**config.mk**
```make
export PLATFORM = sky130hd
export DESIGN_NAME = svpo_pixel_port
export DESIGN_NICKNAME = d
export VERILOG_FILES = /design/src/core/svpo_pkg.sv /design/src/core/svpo_lane_if.sv /design/src/core/svpo_packer.sv /design/src/core/svpo_pixel_port.sv
export VERILOG_INCLUDE_DIRS = /design/src /design/src/core
export SDC_FILE = /design/constraint.sdc
export NUM_CORES = 1
export LEC_CHECK = 0
export ABC_AREA = 1
export BUFFER_PORTS_ARGS = -buffer_cell sky130_fd_sc_hd__buf_2
export CAP_MARGIN = 20
export CORE_ASPECT_RATIO = 0.6
export CORE_MARGIN = 5
export CORE_UTILIZATION = 50
export CTS_CLUSTER_DIAMETER = 30
export CTS_CLUSTER_SIZE = 40
export DETAILED_ROUTE_END_ITERATION = 10
export PLACE_DENSITY = 0.73
export SLEW_MARGIN = 5
export SYNTH_ARGS = -nofsm -noshare
export SYNTH_HDL_FRONTEND = slang
export SYNTH_SLANG_ARGS = --single-unit
```
**constraint.sdc**
```tcl
create_clock -name mclk -period 4 [get_ports mclk]
set_input_delay 0 -clock mclk [delete_from_list [all_inputs] [get_ports mclk]]
set_output_delay 0 -clock mclk [all_outputs]
set_load 0.05 [all_outputs]
```
**src/core/svpo_cfg.svh**
```systemverilog
`ifndef SVPO_CFG_SVH
`define SVPO_CFG_SVH
`define SVPO_PIX_W 48
`define SVPO_COMP_W 16
`define SVPO_C0_TOP 47
`define SVPO_C1_TOP 31
`define SVPO_C2_TOP 15
`define SVPO_MAX_PPC 4
`define SVPO_CNT_W 16
`define SVPO_FMT_RST 2'h0
`define SVPO_BPC_RST 5'h08
`define SVPO_SYNC_RST 1'b0
`endif

```
**src/core/svpo_pkg.sv**
```systemverilog
package svpo_pkg;
	typedef enum logic [1:0] {
		SVPO_RGB = 2'h0,
		SVPO_YCC444 = 2'h1,
		SVPO_YCC422 = 2'h2,
		SVPO_LUMA = 2'h3
	} svpo_fmt_t;
	typedef enum logic [1:0] {
		SVPO_IDLE = 2'h0,
		SVPO_VSYNC = 2'h1,
		SVPO_BLANK = 2'h2,
		SVPO_ACTIVE = 2'h3
	} svpo_state_t;
	typedef logic [47:0] svpo_word_t;
endpackage : svpo_pkg

```
**src/core/svpo_lane_if.sv**
```systemverilog
interface svpo_lane_if;
	import svpo_pkg::*;
	logic [15:0] comp0;
	logic [15:0] comp1;
	logic [15:0] comp2;
	logic [4:0] bpc;
	svpo_fmt_t fmt;
	logic chromaSel;
	svpo_word_t word;
	modport packer (input comp0, comp1, comp2, bpc, fmt, chromaSel, output word);
	modport user (output comp0, comp1, comp2, bpc, fmt, chromaSel, input word);
endinterface : svpo_lane_if

```
**src/core/svpo_packer.sv**
```systemverilog
`include "svpo_cfg.svh"
module svpo_packer
	import svpo_pkg::*;
(
	svpo_lane_if.packer lane
);
	function automatic logic [15:0] msbAlign(input logic [15:0] v, input logic [4:0] bpc);
		logic [15:0] m;
		m = 16'hffff << (5'd16 - bpc);
		msbAlign = (v << (5'd16 - bpc)) & m;
	endfunction : msbAlign
	always_comb begin
		lane.word = '0;
		unique case (lane.fmt)
			SVPO_RGB, SVPO_YCC444: begin
				lane.word[`SVPO_C0_TOP -: 16] = msbAlign(lane.comp0, lane.bpc);
				lane.word[`SVPO_C1_TOP -: 16] = msbAlign(lane.comp1, lane.bpc);
				lane.word[`SVPO_C2_TOP -: 16] = msbAlign(lane.comp2, lane.bpc);
			end
			SVPO_YCC422: begin
				// Cr and Cb share the top group, alternating
				lane.word[`SVPO_C0_TOP -: 16] = msbAlign(lane.chromaSel ? lane.comp2 : lane.comp0,
					lane.bpc);
				lane.word[`SVPO_C1_TOP -: 16] = msbAlign(lane.comp1, lane.bpc);
			end
			SVPO_LUMA: begin
				lane.word[`SVPO_C0_TOP -: 16] = msbAlign(lane.comp1, lane.bpc);
			end
		endcase
	end
endmodule : svpo_packer

```
**src/core/svpo_pixel_port.sv**
```systemverilog
//////////////////////////////////////////////////////////////////////////////
// Contract
// - Vsync pulse marks frame boundary
// - Back porch counts hsyncs after vsync
// - Front porch counts hsyncs before vsync
// - Vsync trailing edge resets data path
// - Horizontal porches counted in clocks
// - Pixels meaningful only while valid high
// - Valid may gap within a line
// - One, two or four pixels per clock
// - Second lane needs width and lanes
// - 48-bit word, MSB first, zero fill
// - Components at top of three groups
// - 422 alternates Cr/Cb in top group
//////////////////////////////////////////////////////////////////////////////
`include "svpo_cfg.svh"
module svpo_pixel_port
	import svpo_pkg::*;
#(
	parameter int PPC = 1
)(
	// Clock and reset
	input wire logic mclk,
	input wire logic rst_n,
	// Configuration
	input wire svpo_fmt_t fmt,
	input wire logic [4:0] bpc,
	input wire logic [2:0] laneCount,
	// Recovered stream
	input wire logic inVsync,
	input wire logic inHsync,
	input wire logic inValid,
	input wire logic [47:0] inComp0 [PPC],
	input wire logic [47:0] inComp1 [PPC],
	input wire logic [47:0] inComp2 [PPC],
	// User video output
	output logic vidVsync,
	output logic vidHsync,
	output logic vidValid,
	output svpo_word_t vidPixel [PPC],
	// Frame timing status
	output logic [15:0] vBackPorch,
	output logic [15:0] vFrontPorch,
	output logic [15:0] hBackPorch,
	output logic [15:0] hFrontPorch,
	output logic [15:0] lineCount
);
	svpo_state_t state_q;
	logic vsPrev_q, hsPrev_q;
	logic [15:0] hsCnt_q, vbpRun_q, vfpRun_q, clkCnt_q, lastValid_q;
	logic seenActive_q, lineActive_q, chroma_q;
	logic vsFall, vsRise, hsRise, hsFall, blank;
	svpo_word_t packed_w [PPC];

	//////////////////////////////////////////////////////////////////////////
	assign vsRise = inVsync & ~vsPrev_q;
	assign vsFall = ~inVsync & vsPrev_q;
	assign hsRise = inHsync & ~hsPrev_q;
	assign hsFall = ~inHsync & hsPrev_q;
	// Sync present or no frame yet: no pixel may escape
	assign blank = inVsync | inHsync | (state_q == SVPO_IDLE);

	function automatic logic laneOn(input int idx, input logic [2:0] lanes);
		laneOn = (idx == 0) || (lanes > 3'h1);
	endfunction : laneOn

	always_ff @(posedge mclk) begin
		if (!rst_n) begin
			vsPrev_q <= `SVPO_SYNC_RST;
			hsPrev_q <= `SVPO_SYNC_RST;
		end else begin
			vsPrev_q <= inVsync;
			hsPrev_q <= inHsync;
		end
	end

	//////////////////////////////////////////////////////////////////////////
	// Frame state
	always_ff @(posedge mclk) begin
		if (!rst_n) begin
			state_q <= SVPO_IDLE;
		end else if (vsRise) begin
			state_q <= SVPO_VSYNC;
		end else if (vsFall) begin
			state_q <= SVPO_BLANK;
		end else if (state_q == SVPO_BLANK && inValid && !blank) begin
			state_q <= SVPO_ACTIVE;
		end
	end

	// Vertical porches
	always_ff @(posedge mclk) begin
		if (!rst_n) begin
			hsCnt_q <= '0;
			vbpRun_q <= '0;
			vfpRun_q <= '0;
			seenActive_q <= 1'b0;
			lineActive_q <= 1'b0;
			vBackPorch <= '0;
			vFrontPorch <= '0;
			lineCount <= '0;
		end else if (vsRise) begin
			vFrontPorch <= vfpRun_q;
		end else if (vsFall) begin
			// An hsync that rises with the vsync fall is still the first porch line
			vbpRun_q <= {15'h0, hsRise};
			vfpRun_q <= '0;
			hsCnt_q <= {15'h0, hsRise};
			seenActive_q <= 1'b0;
			lineActive_q <= 1'b0;
			lineCount <= '0;
		end else begin
			if (inValid && !blank && !lineActive_q) begin
				lineActive_q <= 1'b1;
				if (!seenActive_q) begin
					// The hsync opening this line belongs to it, not to the porch
					vBackPorch <= vbpRun_q - {15'h0, (vbpRun_q != 16'h0)};
				end
				seenActive_q <= 1'b1;
			end
			if (hsRise) begin
				hsCnt_q <= hsCnt_q + 16'h1;
				lineActive_q <= 1'b0;
				if (lineActive_q) begin
					lineCount <= lineCount + 16'h1;
					vfpRun_q <= 16'h1;
				end else if (seenActive_q) begin
					vfpRun_q <= vfpRun_q + 16'h1;
				end else begin
					vbpRun_q <= vbpRun_q + 16'h1;
				end
			end
		end
	end

	// Horizontal porches in clocks
	always_ff @(posedge mclk) begin
		if (!rst_n || vsFall) begin
			clkCnt_q <= '0;
			lastValid_q <= '0;
			hBackPorch <= '0;
			hFrontPorch <= '0;
		end else if (hsRise) begin
			clkCnt_q <= '0;
			if (lineActive_q) begin
				hFrontPorch <= clkCnt_q - lastValid_q;
			end
		end else begin
			clkCnt_q <= clkCnt_q + 16'h1;
			if (hsFall) begin
				clkCnt_q <= '0;
			end
			if (inValid && !blank) begin
				lastValid_q <= clkCnt_q + 16'h1;
				if (!lineActive_q) begin
					hBackPorch <= clkCnt_q;
				end
			end
		end
	end

	//////////////////////////////////////////////////////////////////////////
	// 4:2:2 chroma phase restarts each line so it always opens with Cr
	always_ff @(posedge mclk) begin
		if (!rst_n || vsFall || hsRise) begin
			chroma_q <= 1'b0;
		end else if (inValid && !blank) begin
			chroma_q <= chroma_q ^ PPC[0];
		end
	end

	genvar g;
	generate
		for (g = 0; g < PPC; g++) begin : gLane
			svpo_lane_if lane ();
			assign lane.comp0 = inComp0[g][15:0];
			assign lane.comp1 = inComp1[g][15:0];
			assign lane.comp2 = inComp2[g][15:0];
			assign lane.bpc = bpc;
			assign lane.fmt = fmt;
			// Within a word, odd pixel positions carry Cb
			assign lane.chromaSel = chroma_q ^ 1'(g % 2);
			svpo_packer uPack (
				.lane(lane.packer)
			);
			assign packed_w[g] = lane.word;
		end
	endgenerate

	//////////////////////////////////////////////////////////////////////////
	// Registered outputs; pixel bus zeroed whenever valid is low
	always_ff @(posedge mclk) begin
		if (!rst_n) begin
			vidVsync <= `SVPO_SYNC_RST;
			vidHsync <= `SVPO_SYNC_RST;
			vidValid <= 1'b0;
			for (int i = 0; i < PPC; i++) begin
				vidPixel[i] <= '0;
			end
		end else begin
			vidVsync <= inVsync;
			vidHsync <= inHsync;
			// Gaps in inValid pass straight through on a fast clock
			vidValid <= inValid && !blank;
			for (int i = 0; i < PPC; i++) begin
				if (inValid && !blank && laneOn(i, laneCount)) begin
					vidPixel[i] <= packed_w[i];
				end else begin
					vidPixel[i] <= '0;
				end
			end
		end
	end
endmodule : svpo_pixel_port

```
# --- Word-level counts from Yosys, hierarchy flattened ---
# Index checks and enable logic that the tools add are counted.
totals:
  register_bits: 200
op_classes:
  add_sub_neg: 7
  n_eq_ne: 6
  shifts: 5
  mux: 20
  bitwise: 21
  reduce_logical: 35
op_table:
  columns: ["op", "n"]
  rows:
  - ["$mux W16", 12]
  - ["$add A16 B1 Y16 const B", 4]
  - ["$and A16 B16 Y16", 4]
  - ["$shl A16 B5 Y16", 4]
  - ["$pmux W16 S3", 1]
  - ["$reduce_bool A16 Y1", 1]
  - ["$shl A16 B5 Y16 const A", 1]
  - ["$sub A16 B1 Y16", 1]
  - ["$sub A16 B16 Y16", 1]
  - ["$reduce_and A3 Y1", 5]
  - ["$not A1 Y1", 11]
  - ["$reduce_and A2 Y1", 5]
  - ["$reduce_bool A3 Y1", 3]
  - ["$reduce_and A4 Y1", 2]
  - ["$reduce_bool A2 Y1", 4]
  - ["$eq A2 B2 Y1 const B", 3]
  - ["$reduce_or A3 Y1", 2]
  - ["$mux W1", 5]
  - ["$sub A5 B5 Y5 const A", 1]
  - ["$and A1 B1 Y1", 4]
  - ["$logic_and A1 B1 Y1", 4]
  - ["$logic_not A2 Y1", 2]
  - ["$mux W2", 2]
  - ["$ne A2 B1 Y1 const B", 2]
  - ["other kinds (5)", 10]

# --- Longest topological paths before layout ---
# Gate-level depths: netlist (run 1).
depth:
  ltp_word: 8
  mapped_depth: 18

# --- By module ---
# A second synthesis (run 1) with hierarchy kept.
hier_totals:
  hier_cells: 1824
  area_unflattened_um2: 11715.0
by_module_without_submodules:
  columns: ["mod", "instances", "cells_per_inst", "area_each_um2", "seq_area_each_um2"]
  rows:
  - ["svpo_pixel_port", 1, 1270, 9014.9, 4003.8]
  - ["svpo_packer", 1, 554, 2700.1, 0.0]

# --- Worst setup path before layout (run 1) ---
# OpenSTA, ideal clock, no wires.
synth_path:
  path_type: "register -> register"
  start: "register vidVsync (netlist name)"
  end: "register lineCount[11]"
  setup_time_ps: 119
  t_arrival_ps: 2035
  required_time_ps: 3881
  slack_ps: 1846
  stages_incl_launch_ff: 12
  period_less_slack_ps: 2154
  path_cell_list: "dfxtp_1 ha_1 buf_4 nor2_1 nor2_4 inv_2 nor2_4 nand3_2 nor2_4 nand3_1 o21ai_1 a21oi_1"
synth_rtl:
  columns: ["item", "line", "source"]
  rows:
  - ["end signal: assignment", "svpo_pixel_port.sv:125", "lineCount <= lineCount + 16'h1;"]
  - ["end: declaration", "svpo_pixel_port.sv:46", "output logic [15:0] lineCount"]

==> metrics.cfg, run 1 <==
[critical_path]
cp-start-kind=flop
worstSetupPathType=reg2reg
critPathMaxStageDelay_ps=520
reg2reg_to=vfpRun_q[12]$_SDFFE_PN0P_
arrival_ps=3060
crit_chain=inv_1 -> ha_1 -> buf_4 -> inv_2 -> o21ai_2 -> nor2_2 -> inv_2 -> nor3_1 -> o21ai_1 -> a21oi_1
end_kind=flop
rrSetupSlack_ps=1320
r2r_cells=10
slowest_stage=nor3_1
crit_buf_inv=4
cp.required_ps=4380
critical-path-top-delay-family=simple AND/OR/NAND/NOR gates
worstPathMaxFanout=34
r2r-start=vidVsync$_SDFF_PN0_
cp_common_cell=inv_2

[synth]
synth-seq-cells=200
yosys_warnings=0
synthFlopType=dfxtp_1
syn_nets=1859
seq_area_frac_synth_pct=36.0
synth.cell_area_um2=11100
postSynthAreaPerCell_um2=6.66
synth.distinct_cells=52
synth-edff-count=0
synthArstFlopShare_pct=0
synthCells=1669

[sta]
setup_tns_ps=0
fin_worst_skew_ps=6.35
drv_slew=0
worst_slew_pin_slew_ps=878
maxSlewHeadroom_pct=40.8
setup_viol=0
fin_crit_ps=2680
grt_setup_unrepaired=no
fmax_ghz=0.373
hold_viol=0
whs_ps=27.7
period_share_pct=67.1

[clock_network]
cts_buffer_depth=2
clk_pin_slew_ps=80
cts_root_buf=clkbuf_16
htree_levels=4
cts_setup_buffers=0
cts_made_buffers=17
clock_latency_ps=450
cts_tree=done
cts.sinks=200

[cells_and_area]
mostFrequentLayoutCell=nand2_1
num-fill-cells=2105
syn2layout_area_growth_pct=15.5
utilization_pct=58.5
n_antenna_cell=0
fin_cells=2128
final_cell_mix=nand2_1, dfxtp_1, inv_1, buf_2, nor2_1
multiInputGateArea_um2=6010
drive_above_1_share_pct=15.0
seq_area_um2=4000
nets=2019

[hold_path]
hold_depth=4
hold_end=chroma_q$_SDFFE_PP0P_
hold_path.class=in2reg
min_from=inValid

[pwr]
p_leak_uw=0.00600
p_int_uw=3130
ir_drop_uv=263
swShare_pct=31.3
pwr-share-seq_pct=44.7
p_switching_uw=1420
clkPwrFrac_pct=38.3
powerDensity_nw_per_um2=355
combPwrFrac_pct=17.0

[run]
maxCapViolations=0

[route]
wl_um=35800
wl_per_cell_um=16.8
drt_pass1_iterations=6
drc_errors=0
vias_per_cell=5.49
dr_total_vias=11700
ant_nets=0
drt_iter0_drc=1300

[die]
rows=42
die-height_um=126
ioPinCount=290
die_x_um=203
core-area_um2=22000
start_util_pct=50.6
die-area_um2=25400

[placed_design]
gp_congestion=1.08
port_buffers=190
dp_hpwl_um=27500
dp_cells=2091

[grt]
grt_max_degree=61
grt_pass1_wl_um=56600
grt_overflow=0
antenna_found_initial=0
grt.total_usage_pct=27.5
grt_pass1_vias=10400

[run_status]
status=finished, final reports clean

## cell type report
type | instances | area share (%)
flip-flops and latches | 200 | 31.2
clock buffers | 20 | 3.48
clock inverters | 12 | 1.07
multi-input cells | 1190 | 46.8
repair buffers | 206 | 8.44
well taps | 286 | 2.79
inverters | 214 | 6.26
## per-layer routing
metal | global-route usage (%) | vias to the layer above | wire length [um]
li1 | - | 5814 | -
met1 | 44.0 | 5337 | 18000
met2 | 35.6 | 499 | 13600
met3 | 7.89 | 37 | 3730
met4 | 6.02 | 0 | 463
met5 | 0 | - | 0
## logic make-up after synthesis
family | after synthesis | share of synthesized area [%]
buffers and inverters | 279 | 10.0
DFF | 200 | 36.0
and+or+nand+nor | 792 | 31.1
muxes | 3 | 0.270
adders and majority gates | 31 | 3.55
AOI/OAI and AO/OA | 334 | 16.6
xor gates and xnor gates | 30 | 2.53
## worst reg2reg max path: stages (launching register included)
cell	delay, ps
dfxtp_1	380
inv_1	60
ha_1	170
buf_4	220
inv_2	120
o21ai_2	100
nor2_2	510
inv_2	240
nor3_1	520
o21ai_1	150
a21oi_1	150
## repair_timing
action	4_1_cts	5_1_grt
gates resized for setup	0	0
hold buffers	5	0
endpoints found under the hold margin	8	0
## worst max path at each step
stage	start	end	slack, ps	cells past startpoint
after detailed placement	vidVsync$_SDFF_PN0_	vfpRun_q[12]$_SDFFE_PN0P_	1380	10
after floorplan	vidVsync$_SDFF_PN0_	lineCount[11]$_SDFFE_PN0P_	1850	11
after global routing	vidVsync$_SDFF_PN0_	vfpRun_q[1]$_SDFFE_PN0P_	1060	10
after global placement	vidVsync$_SDFF_PN0_	vfpRun_q[12]$_SDFFE_PN0P_	1440	10
final	vidVsync$_SDFF_PN0_	vfpRun_q[12]$_SDFFE_PN0P_	1320	10
after CTS	vidVsync$_SDFF_PN0_	vfpRun_q[12]$_SDFFE_PN0P_	1350	10
## metrics by stage
step | setup WS (ps) | total power (uW) | area (um^2)
2_1_floorplan | 1850 | 2610 | 11100
3_3_place_gp | 1440 | 2830 | 12200
3_5_place_dp | 1380 | 2830 | 12200
4_1_cts | 1350 | 4560 | 12800
5_1_grt | 1060 | 4740 | 12800
6_report | 1320 | 4560 | 12800
## cells in the mapped netlist (all sizes together), types with 3 or more instances
library cell,instances,share of area [%]
or2,3,0.17
a22oi,3,0.20
and2,3,0.17
o211ai,16,1.1
clkinv,3,0.11
a31oi,11,0.62
inv,211,7.1
nand3b,5,0.34
a221oi,3,0.24
nor4,11,0.62
a21oi,125,5.6
o21ai,142,6.4
o21a,7,0.47
nand4,23,1.3
nand3,153,7.1
xor2,27,2.3
buf,37,1.8
nor3,36,1.9
nor2,183,6.8
nand2,373,13
clkbuf,28,0.94
mux2i,3,0.27
o21bai,5,0.34
ha,30,3.4
dfxtp,200,36
a211oi,17,1.1
xnor2,3,0.24
## power groups by stage
stage	combinational, uW	sequential [uW]	clock, uW
after floorplan	461	2150	0
after global placement	742	2080	0
after detailed placement	748	2080	0
after CTS	757	2040	1770
after global routing	851	2040	1850
final	776	2040	1740
## flip-flops by register name (all words and copies together) (netlist names), 2 cells and up
| register | count |
|---|---|
| hBackPorch | 16 |
| lineCount | 16 |
| hFrontPorch | 16 |
| vBackPorch | 16 |
| vbpRun_q | 16 |
| vFrontPorch | 16 |
| vfpRun_q | 16 |
| lastValid_q | 16 |
| clkCnt_q | 16 |
| vidPixel | 48 |
| state_q | 2 |
Power figures use the tool's default switching activity.
==> run 2, diff against run 1 <==
Settings changed: CORE_UTILIZATION 50 to 49, PLACE_DENSITY 0.73 to 0.75.
Clock period 4 ns to 2.4 ns, I/O delays scaled along.
==> run 2 against run 1 <==
Effect of this change: register-to-register slack worse by 1200 ps; largest cell class unchanged; cell count grew 2.7%; final area grew 2.6%; sequential cell count is the same; critical path type unchanged; sequential share of layout area decreased by 0.80 points; utilization rose by 0.97 points; largest power group unchanged; hold slack gained 8.5 ps; global-route usage increased by 0.89 points; fmax increased by 19%; combinational power increased by 78%.
==> metrics.cfg, run 2 (synthesized netlist as in run 1, its figures left out) <==
[grt]
grt_max_degree=45
grt_overflow=0
antenna_found_initial=0
grt_pass1_vias=10800
grt_pass1_wl_um=58600
grt.total_usage_pct=28.4

[placed_design]
dp_hpwl_um=29100
dpl_cell_area_um2=12500
dp_cells=2148
gp_congestion=1.06
port_buffers=190

[sta]
hold_viol=0
maxSlewHeadroom_pct=42.4
worst_slew_pin_slew_ps=855
setup_viol=0
drv_slew=0
fin_crit_ps=2260
setup_tns_ps=0
fmax_ghz=0.442
period_share_pct=94.3
grt_setup_unrepaired=no
fin_worst_skew_ps=9.22

[critical_path]
cp-start-kind=flop
cp.required_ps=2750
arrival_ps=2610
crit_buf_inv=2
critPathMaxStageDelay_ps=390
worstPathMaxFanout=5
slowest_stage=dfxtp_1
critical-path-top-delay-family=simple AND/OR/NAND/NOR gates
crit_chain=inv_1 -> ha_1 -> nand2_1 -> nor4_2 -> nand4_1 -> ha_1 -> nand3_1 -> nor2_1 -> nand2_1 -> nor2_4 -> nand2_1 -> xor2_1 -> o21ai_1 -> inv_1
end_kind=flop
worstSetupPathType=reg2reg
cp_common_cell=nand2_1

[run]
maxCapViolations=0

[route]
dr_total_vias=11900
drc_errors=0
wl_um=37500
wl_per_cell_um=17.1
vias_per_cell=5.45
ant_nets=0
drt_iter0_drc=1355
drt_pass1_iterations=5

[pwr]
pwr-share-seq_pct=43.6
ir_drop_uv=515
p_leak_uw=0.00619
p_int_uw=5370
clkPwrFrac_pct=38.6
combPwrFrac_pct=17.8
swShare_pct=31.0
powerDensity_nw_per_um2=590
p_switching_uw=2410

[cells_and_area]
num-fill-cells=2169
nets=2056
final_cell_mix=nand2_1, dfxtp_1, inv_1, buf_2, nor2_1
mostFrequentLayoutCell=nand2_1
utilization_pct=59.4
design_area_um2=13200
n_antenna_cell=0
drive_above_1_share_pct=16.7
regMostFlops=vidPixel
fin_cells=2186
largest_reg_flops=48
syn2layout_area_growth_pct=18.5

[clock_network]
cts_root_buf=clkbuf_16
htree_levels=4
cts.sinks=200
cts_made_buffers=17
cts_buffer_depth=2
cts_setup_buffers=0
clock_latency_ps=450
cts_tree=done
clk_pin_slew_ps=80

[hold_path]
hold_path.class=in2reg

[die]
die-area_um2=25900
ioPinCount=290
core-area_um2=22200
die-height_um=127
die_x_um=205
start_util_pct=50.2
rows=42

[run_status]
status=finished, final reports clean

run 2: what timing repair did:
action                                  4_1_cts  5_1_grt
hold buffers                                  7        0
hold endpoints to repair                      9        0
endpoints found under the setup margin        0        3
gates resized for setup                       0        3
run 2: area by class of cell:
type / count / area [um^2] / share of cell area [%]
well taps: 308 / 385 / 2.92
clock buffers: 18 / 439 / 3.33
inverters: 214 / 805 / 6.10
multi-input cells: 1190 / 6020 / 45.7
flip-flops and latches: 200 / 4000 / 30.4
clock inverters: 13 / 163 / 1.23
repair buffers: 243 / 1370 / 10.4
run 2: worst min-delay path: stages:
cell     delay, ps
buf_2          140
nor2_2          60
buf_4          150
nand2_1         60
nor2_1          30
run 2: routing by layer:
metal,vias up,wire length (um),GRT usage [%]
met3,16,4080,7.96
li1,5873,-,-
met1,5498,18700,45.8
met2,520,14500,37.6
met5,-,0,0
met4,0,230,3.90
run 2: through the flow:
step           hold slack, ps  total power [uW]  worst slack (ps)
2_1_floorplan            93.5              4350               246
3_3_place_gp              223              4790               185
3_5_place_dp              233              4800               137
4_1_cts                  11.3              7780               112
5_1_grt                  45.2              8090              8.48
6_report                 36.1              7780               137
run 2: final timing paths:
check | startpoint | endpoint | slack [ps] | cells after the start
setup / recovery | vbpRun_q[0]$_SDFFE_PN0P_ | vBackPorch[15]$_SDFFE_PN0P_ | 140 | 14
hold / removal | fmt[1] | vidPixel[11]$_SDFF_PN0_ | 40 | 5
setup reg to reg | vbpRun_q[0]$_SDFFE_PN0P_ | vBackPorch[15]$_SDFFE_PN0P_ | 140 | 14
hold reg to reg | vfpRun_q[14]$_SDFFE_PN0P_ | vfpRun_q[14]$_SDFFE_PN0P_ | 470 | 2
run 2: power by group through the flow:
stage                     Combinational [uW]  Sequential [uW]  Clock (uW)
after floorplan                          769             3580           0
after global routing                    1510             3400        3180
final                                   1380             3390        3010
after global placement                  1320             3470           0
after detailed placement                1330             3470           0
after CTS                               1340             3390        3040
